**config.mk**
```make
export PLATFORM = sky130hd
export DESIGN_NAME = drive_pid_avr_accel_param_bank
export DESIGN_NICKNAME = d
export VERILOG_FILES = /design/src/drive_pid_avr_accel_param_bank.v
export VERILOG_INCLUDE_DIRS = /design/src
export SDC_FILE = /design/constraint.sdc
export NUM_CORES = 1
export LEC_CHECK = 0
export BUFFER_PORTS_ARGS = -buffer_cell sky130_fd_sc_hd__buf_2
export CORE_ASPECT_RATIO = 0.7
export CORE_MARGIN = 8
export CORE_UTILIZATION = 30
export CTS_BUF_LIST = sky130_fd_sc_hd__clkbuf_4 sky130_fd_sc_hd__clkbuf_8 sky130_fd_sc_hd__clkbuf_16
export CTS_CLUSTER_DIAMETER = 30
export CTS_CLUSTER_SIZE = 24
export DETAILED_ROUTE_END_ITERATION = 10
export PLACE_DENSITY = 0.49
export SLEW_MARGIN = 20
export SYNTH_ARGS = -nofsm -noshare
export SYNTH_HDL_FRONTEND = slang
export SYNTH_SLANG_ARGS = --single-unit
```
**constraint.sdc**
```tcl
create_clock -name clk -period 7.8 [get_ports clk]
set_input_delay 0.39 -clock clk [delete_from_list [all_inputs] [get_ports clk]]
set_output_delay 0.39 -clock clk [all_outputs]
set_load 0.01 [all_outputs]
```
**src/param_bank_defs.vh**
```
// register indices, limits and reset values of the parameter bank
`ifndef PARAM_BANK_DEFS_VH
`define PARAM_BANK_DEFS_VH

// register indices (byte address is four times the index)
`define IDX_PV_SOURCE 14'h1264
`define IDX_ERR_POLARITY 14'h1265
`define IDX_OUT_LIMIT 14'h1266
`define IDX_FF_SOURCE 14'h1267
`define IDX_VREG_MODE 14'h1269
`define IDX_VREG_SELECT 14'h126A
`define IDX_OP_MODE 14'h126D
`define IDX_ES_TUNING 14'h126E
`define IDX_ACC2_M1_HI 14'h1274
`define IDX_ACC2_M1_LO 14'h1275
`define IDX_DEC2_M1_HI 14'h1276
`define IDX_DEC2_M1_LO 14'h1277
`define IDX_ACC2_M2_HI 14'h226F
`define IDX_ACC2_M2_LO 14'h2270
`define IDX_DEC2_M2_HI 14'h2271
`define IDX_DEC2_M2_LO 14'h2272
`define IDX_ACC2_M3_HI 14'h326D
`define IDX_ACC2_M3_LO 14'h326E
`define IDX_DEC2_M3_HI 14'h326F
`define IDX_DEC2_M3_LO 14'h3270
`define IDX_STATUS 14'h0000

// status fields
`define STAT_CLASS_BIT 0
`define STAT_REJECT_BIT 1

// code limits
`define PV_SRC_MAX 16'h0003
`define PV_SRC_CALC 16'h000A
`define POLARITY_MAX 16'h0001
`define TENTHS_MAX 16'h03E8
`define FF_SRC_MAX 16'h0003
`define VREG_MODE_MAX 16'h0002
`define OP_MODE_MAX 16'h0002
`define TIME_MIN 32'h00000001
`define TIME_MAX 32'h00057E40

// nominal voltages, lower class
`define VLO_0 16'h00C8
`define VLO_1 16'h00D7
`define VLO_2 16'h00DC
`define VLO_3 16'h00E6
`define VLO_4 16'h00F0
// nominal voltages, higher class
`define VHI_0 16'h017C
`define VHI_1 16'h0190
`define VHI_2 16'h019F
`define VHI_3 16'h01B8
`define VHI_4 16'h01CC
`define VHI_5 16'h01E0

// reset values
`define RST_PV_SOURCE 16'h0000
`define RST_ERR_POLARITY 16'h0000
`define RST_OUT_LIMIT 16'h03E8
`define RST_FF_SOURCE 16'h0000
`define RST_VREG_MODE 16'h0000
`define RST_VREG_LO 16'h00C8
`define RST_VREG_HI 16'h0190
`define RST_OP_MODE 16'h0000
`define RST_ES_TUNING 16'h01F4
`define RST_TIME 19'h005DC

`endif

```
**src/drive_pid_avr_accel_param_bank.v**
```verilog
// apb parameter bank for loop, voltage regulation, operation mode and second ramp times
//
// Summary of operation
// pv source codes 0-3 or 10 only
// polarity 0 gives sp-pv, 1 negates it
// loop output limit 0 to 1000 tenths
// feed-forward source codes 0 through 3
// voltage regulation mode codes 0, 1, 2
// lower class voltages 200/215/220/230/240 only
// higher class voltages 380/400/415/440/460/480 only; reset loads 200 whatever the strap
// operation mode codes 0, 1, 2
// energy-saving tuning 0 to 1000 tenths
// three motors, two-word times 1 to 360000
// illegal writes and reserved addresses rejected
// master writes high then low word together
//
// The implementer's own choice: the APB slave port.
`timescale 1ns/1ps
`default_nettype none
`include "param_bank_defs.vh"

module drive_pid_avr_accel_param_bank (
    // clock and reset
    input wire clk,
    input wire rstn,
    // apb slave
    input wire psel,
    input wire penable,
    input wire pwrite,
    input wire [15:0] paddr,
    input wire [31:0] pwdata,
    output reg [31:0] prdata,
    output wire pready,
    output reg pslverr,
    // unit strap pin, high for the higher voltage class
    input wire high_voltage_class,
    // loop operands from the control core
    input wire [15:0] setpoint,
    input wire [15:0] process_value,
    // parameter outputs
    output reg [15:0] process_value_source,
    output reg [15:0] loop_error_polarity,
    output reg [15:0] loop_output_limit,
    output reg [15:0] feed_forward_source,
    output reg [15:0] voltage_regulation_mode,
    output reg [15:0] regulated_voltage_select,
    output reg [15:0] operation_mode_select,
    output reg [15:0] energy_saving_tuning,
    output wire [18:0] accel2_time_motor1,
    output wire [18:0] decel2_time_motor1,
    output wire [18:0] accel2_time_motor2,
    output wire [18:0] decel2_time_motor2,
    output wire [18:0] accel2_time_motor3,
    output wire [18:0] decel2_time_motor3,
    // signed loop error
    output reg [16:0] loop_error
);

    // ==========================================================
    // time slot decode
    // ==========================================================
    // returns hit, low-word flag and slot number
    function [4:0] time_slot;
        input [13:0] idx;
        begin
            case (idx)
                `IDX_ACC2_M1_HI: time_slot = 5'b10000;
                `IDX_ACC2_M1_LO: time_slot = 5'b11000;
                `IDX_DEC2_M1_HI: time_slot = 5'b10001;
                `IDX_DEC2_M1_LO: time_slot = 5'b11001;
                `IDX_ACC2_M2_HI: time_slot = 5'b10010;
                `IDX_ACC2_M2_LO: time_slot = 5'b11010;
                `IDX_DEC2_M2_HI: time_slot = 5'b10011;
                `IDX_DEC2_M2_LO: time_slot = 5'b11011;
                `IDX_ACC2_M3_HI: time_slot = 5'b10100;
                `IDX_ACC2_M3_LO: time_slot = 5'b11100;
                `IDX_DEC2_M3_HI: time_slot = 5'b10101;
                `IDX_DEC2_M3_LO: time_slot = 5'b11101;
                default: time_slot = 5'b00000;
            endcase
        end
    endfunction

    // legal nominal voltage for the unit class
    function voltage_ok;
        input hi_class;
        input [15:0] v;
        begin
            voltage_ok = 1'b0;
            if (hi_class) begin
                case (v)
                    `VHI_0: voltage_ok = 1'b1;
                    `VHI_1: voltage_ok = 1'b1;
                    `VHI_2: voltage_ok = 1'b1;
                    `VHI_3: voltage_ok = 1'b1;
                    `VHI_4: voltage_ok = 1'b1;
                    `VHI_5: voltage_ok = 1'b1;
                    default: voltage_ok = 1'b0;
                endcase
            end else begin
                case (v)
                    `VLO_0: voltage_ok = 1'b1;
                    `VLO_1: voltage_ok = 1'b1;
                    `VLO_2: voltage_ok = 1'b1;
                    `VLO_3: voltage_ok = 1'b1;
                    `VLO_4: voltage_ok = 1'b1;
                    default: voltage_ok = 1'b0;
                endcase
            end
        end
    endfunction

    // selector codes of the single-word registers
    localparam SEL_NONE = 4'h0;
    localparam SEL_PV_SOURCE = 4'h1;
    localparam SEL_ERR_POLARITY = 4'h2;
    localparam SEL_OUT_LIMIT = 4'h3;
    localparam SEL_FF_SOURCE = 4'h4;
    localparam SEL_VREG_MODE = 4'h5;
    localparam SEL_VREG_SELECT = 4'h6;
    localparam SEL_OP_MODE = 4'h7;
    localparam SEL_ES_TUNING = 4'h8;
    localparam SEL_STATUS = 4'h9;

    // maps a word index to a single-word register
    function [3:0] reg_code;
        input [13:0] idx;
        begin
            case (idx)
                `IDX_PV_SOURCE: reg_code = SEL_PV_SOURCE;
                `IDX_ERR_POLARITY: reg_code = SEL_ERR_POLARITY;
                `IDX_OUT_LIMIT: reg_code = SEL_OUT_LIMIT;
                `IDX_FF_SOURCE: reg_code = SEL_FF_SOURCE;
                `IDX_VREG_MODE: reg_code = SEL_VREG_MODE;
                `IDX_VREG_SELECT: reg_code = SEL_VREG_SELECT;
                `IDX_OP_MODE: reg_code = SEL_OP_MODE;
                `IDX_ES_TUNING: reg_code = SEL_ES_TUNING;
                `IDX_STATUS: reg_code = SEL_STATUS;
                default: reg_code = SEL_NONE;
            endcase
        end
    endfunction

    // ==========================================================
    // strap synchroniser
    // ==========================================================
    reg class_meta;
    reg class_sync;

    always @(posedge clk or negedge rstn) begin
        if (!rstn) begin
            class_meta <= 1'b0;
            class_sync <= 1'b0;
        end else begin
            class_meta <= high_voltage_class;
            class_sync <= class_meta;
        end
    end

    // ==========================================================
    // bus decode
    // ==========================================================
    wire [13:0] idx = paddr[15:2];
    wire aligned = (paddr[1:0] == 2'b00);
    wire access = psel & penable;
    wire wr = access & pwrite;
    wire [15:0] wdat = pwdata[15:0];
    wire [4:0] tslot = time_slot(idx);
    wire [2:0] slot = tslot[2:0];
    wire [3:0] reg_sel = reg_code(idx);
    wire upper_zero = (pwdata[31:16] == 16'h0000);

    reg [18:0] time_val [0:5];
    reg [15:0] pend_high [0:5];
    reg reject_flag;

    wire [31:0] time_word = {pend_high[slot], wdat};

    assign pready = 1'b1;

    // ==========================================================
    // write legality
    // ==========================================================
    reg mapped;
    reg wr_ok;

    always @* begin
        mapped = aligned;
        wr_ok = 1'b0;
        if (tslot[4]) begin
            if (tslot[3]) begin
                wr_ok = upper_zero && (time_word >= `TIME_MIN) &&
                    (time_word <= `TIME_MAX);
            end else begin
                wr_ok = upper_zero;
            end
        end else begin
            case (reg_sel)
                SEL_PV_SOURCE: wr_ok = (wdat <= `PV_SRC_MAX) || (wdat == `PV_SRC_CALC);
                SEL_ERR_POLARITY: wr_ok = (wdat <= `POLARITY_MAX);
                SEL_OUT_LIMIT: wr_ok = (wdat <= `TENTHS_MAX);
                SEL_FF_SOURCE: wr_ok = (wdat <= `FF_SRC_MAX);
                SEL_VREG_MODE: wr_ok = (wdat <= `VREG_MODE_MAX);
                SEL_VREG_SELECT: wr_ok = voltage_ok(class_sync, wdat);
                SEL_OP_MODE: wr_ok = (wdat <= `OP_MODE_MAX);
                SEL_ES_TUNING: wr_ok = (wdat <= `TENTHS_MAX);
                SEL_STATUS: wr_ok = 1'b1;
                default: mapped = 1'b0;
            endcase
            if (!upper_zero) begin
                wr_ok = 1'b0;
            end
        end
        if (!aligned) begin
            wr_ok = 1'b0;
        end
    end

    wire do_write = wr & mapped & wr_ok;
    wire bad_write = wr & ~(mapped & wr_ok);

    // ==========================================================
    // parameter registers
    // ==========================================================
    always @(posedge clk or negedge rstn) begin
        if (!rstn) begin
            process_value_source <= `RST_PV_SOURCE;
            loop_error_polarity <= `RST_ERR_POLARITY;
            loop_output_limit <= `RST_OUT_LIMIT;
            feed_forward_source <= `RST_FF_SOURCE;
            voltage_regulation_mode <= `RST_VREG_MODE;
            regulated_voltage_select <= `RST_VREG_LO;
            operation_mode_select <= `RST_OP_MODE;
            energy_saving_tuning <= `RST_ES_TUNING;
        end else if (do_write && !tslot[4]) begin
            case (reg_sel)
                SEL_PV_SOURCE: process_value_source <= wdat;
                SEL_ERR_POLARITY: loop_error_polarity <= wdat;
                SEL_OUT_LIMIT: loop_output_limit <= wdat;
                SEL_FF_SOURCE: feed_forward_source <= wdat;
                SEL_VREG_MODE: voltage_regulation_mode <= wdat;
                SEL_VREG_SELECT: regulated_voltage_select <= wdat;
                SEL_OP_MODE: operation_mode_select <= wdat;
                SEL_ES_TUNING: energy_saving_tuning <= wdat;
                default: begin
                end
            endcase
        end
    end

    // ==========================================================
    // two-word times
    // ==========================================================
    // high word is staged; the low word write commits both
    integer i;

    always @(posedge clk or negedge rstn) begin
        if (!rstn) begin
            for (i = 0; i < 6; i = i + 1) begin
                time_val[i] <= `RST_TIME;
                pend_high[i] <= 16'h0000;
            end
        end else if (do_write && tslot[4]) begin
            if (tslot[3]) begin
                time_val[slot] <= time_word[18:0];
            end else begin
                pend_high[slot] <= wdat;
            end
        end
    end

    assign accel2_time_motor1 = time_val[0];
    assign decel2_time_motor1 = time_val[1];
    assign accel2_time_motor2 = time_val[2];
    assign decel2_time_motor2 = time_val[3];
    assign accel2_time_motor3 = time_val[4];
    assign decel2_time_motor3 = time_val[5];

    // ==========================================================
    // status
    // ==========================================================
    // a rejection in the clearing cycle wins over the clear
    wire clear_reject = do_write && (idx == `IDX_STATUS) && pwdata[`STAT_REJECT_BIT];

    always @(posedge clk or negedge rstn) begin
        if (!rstn) begin
            reject_flag <= 1'b0;
        end else if (bad_write) begin
            reject_flag <= 1'b1;
        end else if (clear_reject) begin
            reject_flag <= 1'b0;
        end
    end

    // ==========================================================
    // read path
    // ==========================================================
    // widens a 16-bit register for the read bus
    function [31:0] zext16;
        input [15:0] x;
        begin
            zext16 = {16'h0000, x};
        end
    endfunction

    reg [31:0] rd_mux;

    always @* begin
        rd_mux = 32'h00000000;
        if (tslot[4]) begin
            if (tslot[3]) begin
                rd_mux = zext16(time_val[slot][15:0]);
            end else begin
                rd_mux = {29'h00000000, time_val[slot][18:16]};
            end
        end else begin
            case (reg_sel)
                SEL_PV_SOURCE: rd_mux = zext16(process_value_source);
                SEL_ERR_POLARITY: rd_mux = zext16(loop_error_polarity);
                SEL_OUT_LIMIT: rd_mux = zext16(loop_output_limit);
                SEL_FF_SOURCE: rd_mux = zext16(feed_forward_source);
                SEL_VREG_MODE: rd_mux = zext16(voltage_regulation_mode);
                SEL_VREG_SELECT: rd_mux = zext16(regulated_voltage_select);
                SEL_OP_MODE: rd_mux = zext16(operation_mode_select);
                SEL_ES_TUNING: rd_mux = zext16(energy_saving_tuning);
                SEL_STATUS: rd_mux = {30'h00000000, reject_flag, class_sync};
                default: rd_mux = 32'h00000000;
            endcase
        end
    end

    // read data captured in the setup cycle, stands through the access cycle
    always @(posedge clk or negedge rstn) begin
        if (!rstn) begin
            prdata <= 32'h00000000;
        end else if (psel && !penable && !pwrite && mapped) begin
            prdata <= rd_mux;
        end else begin
            prdata <= 32'h00000000;
        end
    end

    always @* begin
        pslverr = 1'b0;
        if (access) begin
            if (pwrite) begin
                pslverr = bad_write;
            end else begin
                pslverr = ~mapped;
            end
        end
    end

    // ==========================================================
    // loop error
    // ==========================================================
    // sign extension of a loop operand
    function [16:0] sext17;
        input [15:0] x;
        begin
            sext17 = {x[15], x};
        end
    endfunction

    wire [16:0] sp_ext = sext17(setpoint);
    wire [16:0] pv_ext = sext17(process_value);

    always @(posedge clk or negedge rstn) begin
        if (!rstn) begin
            loop_error <= 17'h00000;
        end else if (loop_error_polarity[0]) begin
            loop_error <= pv_ext - sp_ext;
        end else begin
            loop_error <= sp_ext - pv_ext;
        end
    end

endmodule
`default_nettype wire

```
==> results_dict.tcl, run 1 <==
set metrics [dict create \
    status "complete, no violations" \
    min_to "loop_error[0]" \
    antenna_found_initial 4 \
    reg2reg_from "pend_high[59]" \
    rr_worst_depth 8 \
    max_freq_ghz 0.219 \
    routed_wl_um 73800 \
    wl_per_cell_um 25.9 \
    async_flop_share_pct 100 \
    syn2layout_area_growth_pct 31.9 \
    final_util_pct 39.8 \
    grt-ovfl-total 0 \
    rows 76 \
    finClkSkew_ns 0.0289 \
    ys_seq_area_share_pct 51.0 \
    drive_gt1_share_pct 42.3 \
    final.fill_count 5985 \
    finalHoldViolCount 0 \
    placedInstanceArea_um2 21100 \
    fin_crit_ns 4.56 \
    clock_path_buffers 3 \
    netlist_area_um2 18500 \
    tightest_slew_ns 1.11 \
    critPathRequiredTime_ns 7.41 \
    gp_congestion 0.881 \
    hold_start "setpoint[0]" \
    grt_max_degree 128 \
    start_util_pct 30.2 \
    worstPathMaxFanout 10 \
    power_mw 6.24 \
    report.final.slew_viol_count 0 \
    die_h_um 224 \
    rsz0062_at_grt "no" \
    final_cell_mix "361 x buf_2, 317 x dfrtp_1, 200 x mux2_2" \
    max_slew_margin_pct 25.8 \
    cts_max_level 3 \
    cts_buffers 89 \
    die_area_um2 69900 \
    vias 14900 \
    critPathBufInv 2 \
    die_w_um 313 \
    clk_pin_slew_worst_paths_ns 0.04 \
    cp-end-kind "primary output" \
    slowest_stage "nor3_1" \
    ys_types 90 \
    whs_path_depth 4 \
    cts_tree "built" \
    cp_top_family "compound AO/OA/AOI/OAI gates" \
    dp.cells 2678 \
    ys_warn_count 0 \
    synthFlopType "dfrtp_1" \
    ys_seq_elements 374 \
    design_area_um2 24400 \
    synth_edf_count 0 \
    worstSetupStartpointType "input pin" \
    cts_root_buffer "clkbuf_16" \
    grt_first_pass_wirelength_um 107000 \
    worstPathCellList "buf_2 > or2_1 > nor3_1 > a221o_1 > mux2i_1 > o211ai_2 > o31a_1 > o211ai_4 > nand2_1 > nand2_1 > buf_2" \
    grt_pass1_vias 15200 \
    worst_hold_slack_ns 0.101 \
    dr.pass1.iters 5 \
    pre_cts_slack_ns 3.15 \
    setup.worst_path.class "in2out" \
    syn-mean-instance-area_um2 11.7 \
    post-route-period-util_pct 58.4 \
    core_area_um2 61200 \
    cp_data_arrival_time_ns 4.17 \
    powerDensity_nw_per_um2 256 \
    tns_ns 0 \
    drtAntennaViolNets 0 \
    drc 0 \
    p_leak_nw 12.2 \
    final.setup.worst_slack_ns 3.24 \
    cap_violations 0 \
    slowest_delay_ns 0.64 \
    synth_cells 1577 \
    drtIter0Drc 1199 \
    setup_viol 0 \
    cts_sinks 374 \
    cts_setup_buffers 0 \
    clk_latency_ns 0.64 \
    fin_cells 2852 \
    portBuffers 361 \
    dp_hpwl_um 53100 \
    routed_via_density 5.21 \
    vdd_ir_drop_max_v 0.000167 \
    cts_resized 0 \
    layout_commonest_cell "buf_2" \
    reg2reg_slack_ns 4.67 \
    nets 2073 \
    num_io_pins 379 \
    rr_endpoint "decel2_time_motor3[14]" \
    grtUsageTotal_pct 20.4 \
    hold_class "in2reg" \
]
cell families (layout without fill, tap and decap cells):
group,count (synthesis),count (layout),synth area share [%]
flip-flops,374,374,51.0
buffers and inverters,174,612,4.27
AO/OA/AOI/OAI,260,260,10.0
multiplexers,304,304,18.2
AND/OR/NAND/NOR,414,414,13.3
other,2,20,0.0406
adder cells (fa/ha/maj),35,35,2.44
XOR/XNOR,14,14,0.664
how the worst max path moves through the flow:
stage	end	depth (start not counted)	start	slack, ns
floorplan	accel2_time_motor3[17]	12	paddr[2]	4.19
global placement	decel2_time_motor3[5]	10	paddr[9]	3.25
detailed placement	decel2_time_motor3[5]	10	paddr[9]	3.15
CTS	pslverr	11	paddr[13]	3.31
global route	pslverr	11	paddr[13]	3.09
finish	pslverr	11	paddr[13]	3.24
Yosys cell counts, drive strengths merged (6+ instances only):
| master | number | area (um^2) |
|---|---|---|
| a211oi | 10 | 80.1 |
| a21boi | 7 | 52.6 |
| a21o | 14 | 105 |
| a21oi | 53 | 269 |
| a221oi | 6 | 58.8 |
| a222oi | 19 | 190 |
| a31oi | 7 | 43.8 |
| and2 | 23 | 144 |
| and2b | 12 | 90.1 |
| and3 | 8 | 50.1 |
| buf | 57 | 349 |
| clkbuf | 68 | 256 |
| dfrtp | 317 | 7930 |
| dfstp | 57 | 1500 |
| ha | 32 | 400 |
| inv | 49 | 184 |
| mux2 | 263 | 2960 |
| mux2i | 41 | 410 |
| nand2 | 63 | 244 |
| nand2b | 8 | 50.1 |
| nand3 | 26 | 135 |
| nand3b | 8 | 60.1 |
| nand4 | 11 | 68.8 |
| nor2 | 70 | 263 |
| nor2b | 68 | 425 |
| nor3 | 34 | 206 |
| nor4 | 44 | 387 |
| o2111ai | 14 | 123 |
| o211ai | 15 | 131 |
| o21ai | 48 | 240 |
| o22ai | 21 | 131 |
| or2 | 6 | 37.5 |
| or4 | 7 | 56.3 |
| xnor2 | 8 | 70.1 |
| xor2 | 6 | 52.6 |
what timing repair did:
| item | in CTS | in global routing |
|---|---|---|
| endpoints found under the setup margin | 0 | 0 |
| hold buffers | 3 | 0 |
| hold endpoints to repair | 101 | 0 |
final cells by class:
class                      count  area [um^2]  share of cell area (%)
tap                          819         1020                    4.21
timing repair buffer         395         2090                    8.58
antenna                        3         7.51                  0.0308
sequential                   374         9430                    38.7
clock buffer                 113         2490                    10.2
multi-input combinational   1044         8350                    34.3
clock inverter                55          790                    3.24
inverter                      49          184                   0.755
registers in the layout, indices dropped and copies added, names as in the netlist, 17 cells and up:
register / cells
accel2_time_motor1: 19
accel2_time_motor2: 19
accel2_time_motor3: 19
decel2_time_motor1: 19
decel2_time_motor2: 19
decel2_time_motor3: 19
loop_error: 17
pend_high: 96
layer usage:
layer | vias up | part of all wire (%) | global-route usage (%)
li1 | 6510 | - | -
met1 | 7600 | 46 | 29.2
met2 | 637 | 41 | 28.6
met3 | 116 | 10 | 8.08
met4 | 2 | 2.2 | 5.09
met5 | - | 0.016 | 0
power breakdown:
part | switching [mW] | internal [mW] | total, mW
combinational | 0.193 | 0.0828 | 0.276
clock | 1.25 | 2.74 | 4.00
sequential | 0.00441 | 1.97 | 1.97
total | 1.45 | 4.79 | 6.24
tightest hold or removal path, stage by stage:
cell and delay (ns):
buf_2 0.11, inv_1 0.05, ha_1 0.12, inv_1 0.03
No activity file was read; power rests on OpenSTA's default activity.
==> run 2, diff against run 1 <==
PLACE_DENSITY = 0.51   (was 0.49)
clock period = 4 ns   (was 7.8 ns; I/O delays follow)
==> results_dict.tcl, run 2 (same netlist as run 1, synthesis figures left out) <==
set metrics [dict create \
    status "complete, no violations" \
    post-route-period-util_pct 93.3 \
    cap_violations 0 \
    cp-end-kind "primary output" \
    max_freq_ghz 0.268 \
    num_io_pins 379 \
    grt-busiest-layer "met2" \
    wl_per_cell_um 25.8 \
    antenna_found_initial 8 \
    final_cell_mix "360 x buf_2, 317 x dfrtp_1, 200 x mux2_2" \
    globalRouteMet3Util_pct 9.06 \
    tightest_slew_ns 1.22 \
    hold_class "in2reg" \
    p_leak_nw 12.5 \
    die_w_um 313 \
    cts_max_level 3 \
    die_h_um 224 \
    cts_root_buffer "clkbuf_16" \
    largest_register "pend_high" \
    rows 76 \
    vias 15100 \
    power_mw 12.0 \
    worstPathMaxFanout 18 \
    fin_crit_ns 3.73 \
    gp_congestion 0.894 \
    core_area_um2 61200 \
    largest_reg_flops 96 \
    cp_data_arrival_time_ns 3.53 \
    dr.pass1.iters 8 \
    start_util_pct 30.2 \
    finalHoldViolCount 0 \
    powerDensity_nw_per_um2 484 \
    critPathRequiredTime_ns 3.80 \
    die_area_um2 69900 \
    grt_first_pass_wirelength_um 109000 \
    cts_sinks 374 \
    drtIter0Drc 1225 \
    finClkSkew_ns 0.0415 \
    grt-ovfl-total 0 \
    use_met2_pct 29.4 \
    routed_via_density 5.20 \
    dp_hpwl_um 55600 \
    tns_ns 0 \
    use_met1_pct 28.6 \
    clock_path_buffers 3 \
    grt_pass1_vias 15600 \
    setup_viol 0 \
    drtAntennaViolNets 0 \
    cts_buffers 89 \
    clk_pin_slew_worst_paths_ns 0.04 \
    portBuffers 361 \
    syn2layout_area_growth_pct 34.5 \
    cts_tree "built" \
    drc 0 \
    grt_max_degree 109 \
    drive_gt1_share_pct 43.3 \
    routed_wl_um 74700 \
    setup.worst_path.class "in2out" \
    grtUsageTotal_pct 20.8 \
    worstSetupStartpointType "input pin" \
    layout_commonest_cell "buf_2" \
    report.final.slew_viol_count 0 \
    nets 2126 \
    insertedDiodeCount 0 \
    vdd_ir_drop_max_v 0.000290 \
    rsz0062_at_grt "no" \
    max_slew_margin_pct 18.9 \
    clk_latency_ns 0.63 \
]
## run 2: cell count changes in the layout (fill, tap and decap cells not counted), moves of 3 or more
| cell | before | now |
|---|---|---|
| diode_2 | 3 | 0 |
| nor2_2 | 3 | 0 |
| buf_4 | 29 | 66 |
| clkinv_2 | 12 | 16 |
| inv_6 | 11 | 2 |
| clkinv_4 | 6 | 1 |
| buf_12 | 1 | 12 |
| clkinvlp_4 | 8 | 5 |
| clkbuf_8 | 13 | 16 |
| dlygate4sd3_1 | 3 | 9 |
| nor2_1 | 67 | 70 |
| clkbuf_4 | 11 | 18 |
## run 2: report_power, final
part           internal (mW)  switching [mW]
Clock                   5.34            2.29
Sequential              3.83         0.00846
Combinational          0.179           0.381
Total                   9.35            2.68
## run 2: layer usage
layer	vias up	share of wire, %	wire length (um)
met5	-	0	0
met4	0	2.5	1870
met3	112	11	8090
met2	639	42	31200
met1	7707	45	33500
li1	6603	-	-
## run 2: cell type report
cell class	count	area [um^2]
clock buffer	123	2580
inverter	49	184
fill	5871	36400
timing repair buffer	448	2640
multi-input combinational	1044	8340
sequential	374	9430
clock inverter	42	637
tap	819	1020
## run 2: final timing paths
path / from / end / slack (ns) / cells past startpoint
setup / recovery: paddr[2] / pslverr / 0.27 / 11
hold / removal: pwdata[9] / energy_saving_tuning[9] / 0.05 / 2
setup reg to reg: pend_high[87] / accel2_time_motor3[13] / 0.72 / 9
hold reg to reg: class_meta / class_sync / 0.35 / 0
max in group asynchronous: rstn / pend_high[93] / 2.55 / 3
min in group asynchronous: rstn / accel2_time_motor3[11] / 0.22 / 2
## run 2: timing repair
item	CTS	global route
setup buffers	0	0
resized for setup	0	1
hold buffers	9	0
endpoints found under the setup margin	0	1
hold endpoints to repair	83	0
## run 2: worst max-delay path, stage by stage
cell      delay [ns]
buf_2           0.22
or4_4           0.59
o32ai_4         0.22
a221o_2         0.40
mux2i_1         0.26
o211ai_2        0.13
o31a_1          0.36
o211ai_4        0.53
nand2_1         0.34
nand2_1         0.14
buf_2           0.14
## run 2: metrics by stage
step           hold slack (ns)  utilization, %  instance area (um^2)  setup WS, ns  instances
2_1_floorplan          -0.0956               -                 18500         0.581       1592
3_3_place_gp             0.310            35.2                 21500         0.232       2725
3_5_place_dp             0.318            35.2                 21500         0.173       2725
4_1_cts                 0.0129            40.6                 24800         0.207       2899
5_1_grt                 0.0236            40.6                 24800         0.140       2899
6_report                0.0481            40.6                 24800         0.268       2899
==> run 3, diff against run 2 <==
CORE_MARGIN = 2   (was 8)
==> results_dict.tcl, run 3 (same netlist as run 1, synthesis figures left out) <==
set metrics [dict create \
    final_util_pct 40.6 \
    max_slew_margin_pct 32.2 \
    dr.pass1.iters 7 \
    cts_sinks 374 \
    power_frac_comb_pct 4.7 \
    power_mw 11.9 \
    setup.worst_path.class "in2out" \
    tightest_slew_ns 1.02 \
    antenna_found_initial 7 \
    max_freq_ghz 0.267 \
    clk_latency_ns 0.63 \
    dp_hpwl_um 52800 \
    p_int_mw 9.13 \
    rsz0062_at_grt "no" \
    routed_via_density 5.24 \
    cp-end-kind "primary output" \
    hold_class "in2reg" \
    clock_power_share_pct 62.9 \
    swShare_pct 23.2 \
    die_w_um 301 \
    largest_reg_flops 96 \
    die_area_um2 63600 \
    cts_root_buffer "clkbuf_16" \
    drc 0 \
    clk_pin_slew_worst_paths_ns 0.04 \
    largest_register "pend_high" \
    syn2layout_area_growth_pct 34.6 \
    clock_path_buffers 3 \
    powerDensity_nw_per_um2 478 \
    vias 15300 \
    setup_viol 0 \
    cap_violations 0 \
    cts_tree "built" \
    worst_hold_slack_ns 0.0372 \
    rows 76 \
    worstSetupStartpointType "input pin" \
    cts_max_level 3 \
    p_leak_nw 12.5 \
    tns_ns 0 \
    final_cell_mix "360 x buf_2, 317 x dfrtp_1, 200 x mux2_2" \
    post-route-period-util_pct 93.8 \
    sequentialPowerShare_pct 32.3 \
    critPathRequiredTime_ns 3.80 \
    nets 2136 \
    vdd_ir_drop_max_v 0.000284 \
    placedInstanceArea_um2 21600 \
    die_h_um 212 \
    cp_data_arrival_time_ns 3.55 \
    reg2reg_slack_ns 0.52 \
    wl_per_cell_um 24.8 \
    drtAntennaViolNets 0 \
    grt_max_degree 129 \
    core_area_um2 61200 \
    fin_crit_ns 3.75 \
    cts_buffers 90 \
    grt-ovfl-total 0 \
    drtIter0Drc 1429 \
    status "complete, no violations" \
    grt_pass1_vias 15200 \
    power.switching_mw 2.75 \
    routed_wl_um 72300 \
    layout_commonest_cell "buf_2" \
    portBuffers 361 \
    drive_gt1_share_pct 43.4 \
    num_io_pins 379 \
    design_area_um2 24900 \
    gp_congestion 0.900 \
    report.final.slew_viol_count 0 \
    grt_first_pass_wirelength_um 104000 \
    grtUsageTotal_pct 22.3 \
    start_util_pct 30.2 \
    cts_setup_buffers 0 \
    worstPathMaxFanout 13 \
    finClkSkew_ns 0.0400 \
    finalHoldViolCount 0 \
]
==> run 3: changes by cell type in the layout (fill, tap and decap cells not counted), sizes merged, moves of 3 or more <==
cell and delta:
buf +6, bufinv -5, clkinvlp +4, inv +4, dlygate4sd3 +3
==> run 3: per-stage QoR <==
stage               worst slack, ns  std cells
floorplan                     0.581       1592
global placement              0.314       2730
detailed placement            0.234       2730
CTS                           0.290       2909
global route                  0.105       2910
finish                        0.249       2912
==> run 3: final timing paths <==
check,cells past startpoint,endpoint,start
min in group asynchronous,2,accel2_time_motor1[11],rstn
max in group asynchronous,4,energy_saving_tuning[7],rstn
worst max register to register,9,accel2_time_motor3[11],pend_high[87]
worst max-delay path,11,pslverr,paddr[2]
worst min register to register,0,class_sync,class_meta
worst min-delay path,3,loop_error[13],process_value[13]
==> run 3: per-layer routing <==
metal | GRT usage [%] | wire, um | vias up
met5 | 0 | 13 | -
met4 | 5.18 | 1230 | 2
met3 | 8.36 | 7340 | 107
met2 | 31.6 | 30700 | 673
met1 | 32.1 | 33000 | 7860
li1 | - | - | 6617
==> run 3: critical path: stages <==
cell and delay, ns:
buf_2 0.19, or4_4 0.57, o32ai_4 0.22, a221o_1 0.53, mux2i_1 0.29, o211ai_2 0.13, o31a_1 0.36, o211ai_4 0.50
nand2_1 0.28, nand2_1 0.13, buf_2 0.14
==> run 3: power by group through the flow <==
stage               Clock (mW)  Sequential (mW)  Combinational, mW
floorplan                    0             3.92              0.247
global placement             0             3.90              0.539
detailed placement           0             3.90              0.546
CTS                       7.58             3.84              0.561
global route              7.82             3.84              0.620
finish                    7.47             3.84              0.564
==> run 3: cell type report <==
cell class | instances | area (um^2)
Fill cell | 5944 | 36400
Antenna cell | 2 | 5.00
Clock inverter | 43 | 541
Multi-Input combinational cell | 1044 | 8350
Tap cell | 819 | 1020
Clock buffer | 124 | 2630
Timing Repair Buffer | 457 | 2730
Sequential cell | 374 | 9430
Inverter | 49 | 184
==> run 3: repair_timing <==
| action | in CTS | in global routing |
|---|---|---|
| hold buffers | 12 | 0 |
| resized for setup | 0 | 0 |
| endpoints found under the setup margin | 0 | 0 |
| endpoints found under the hold margin | 92 | 0 |
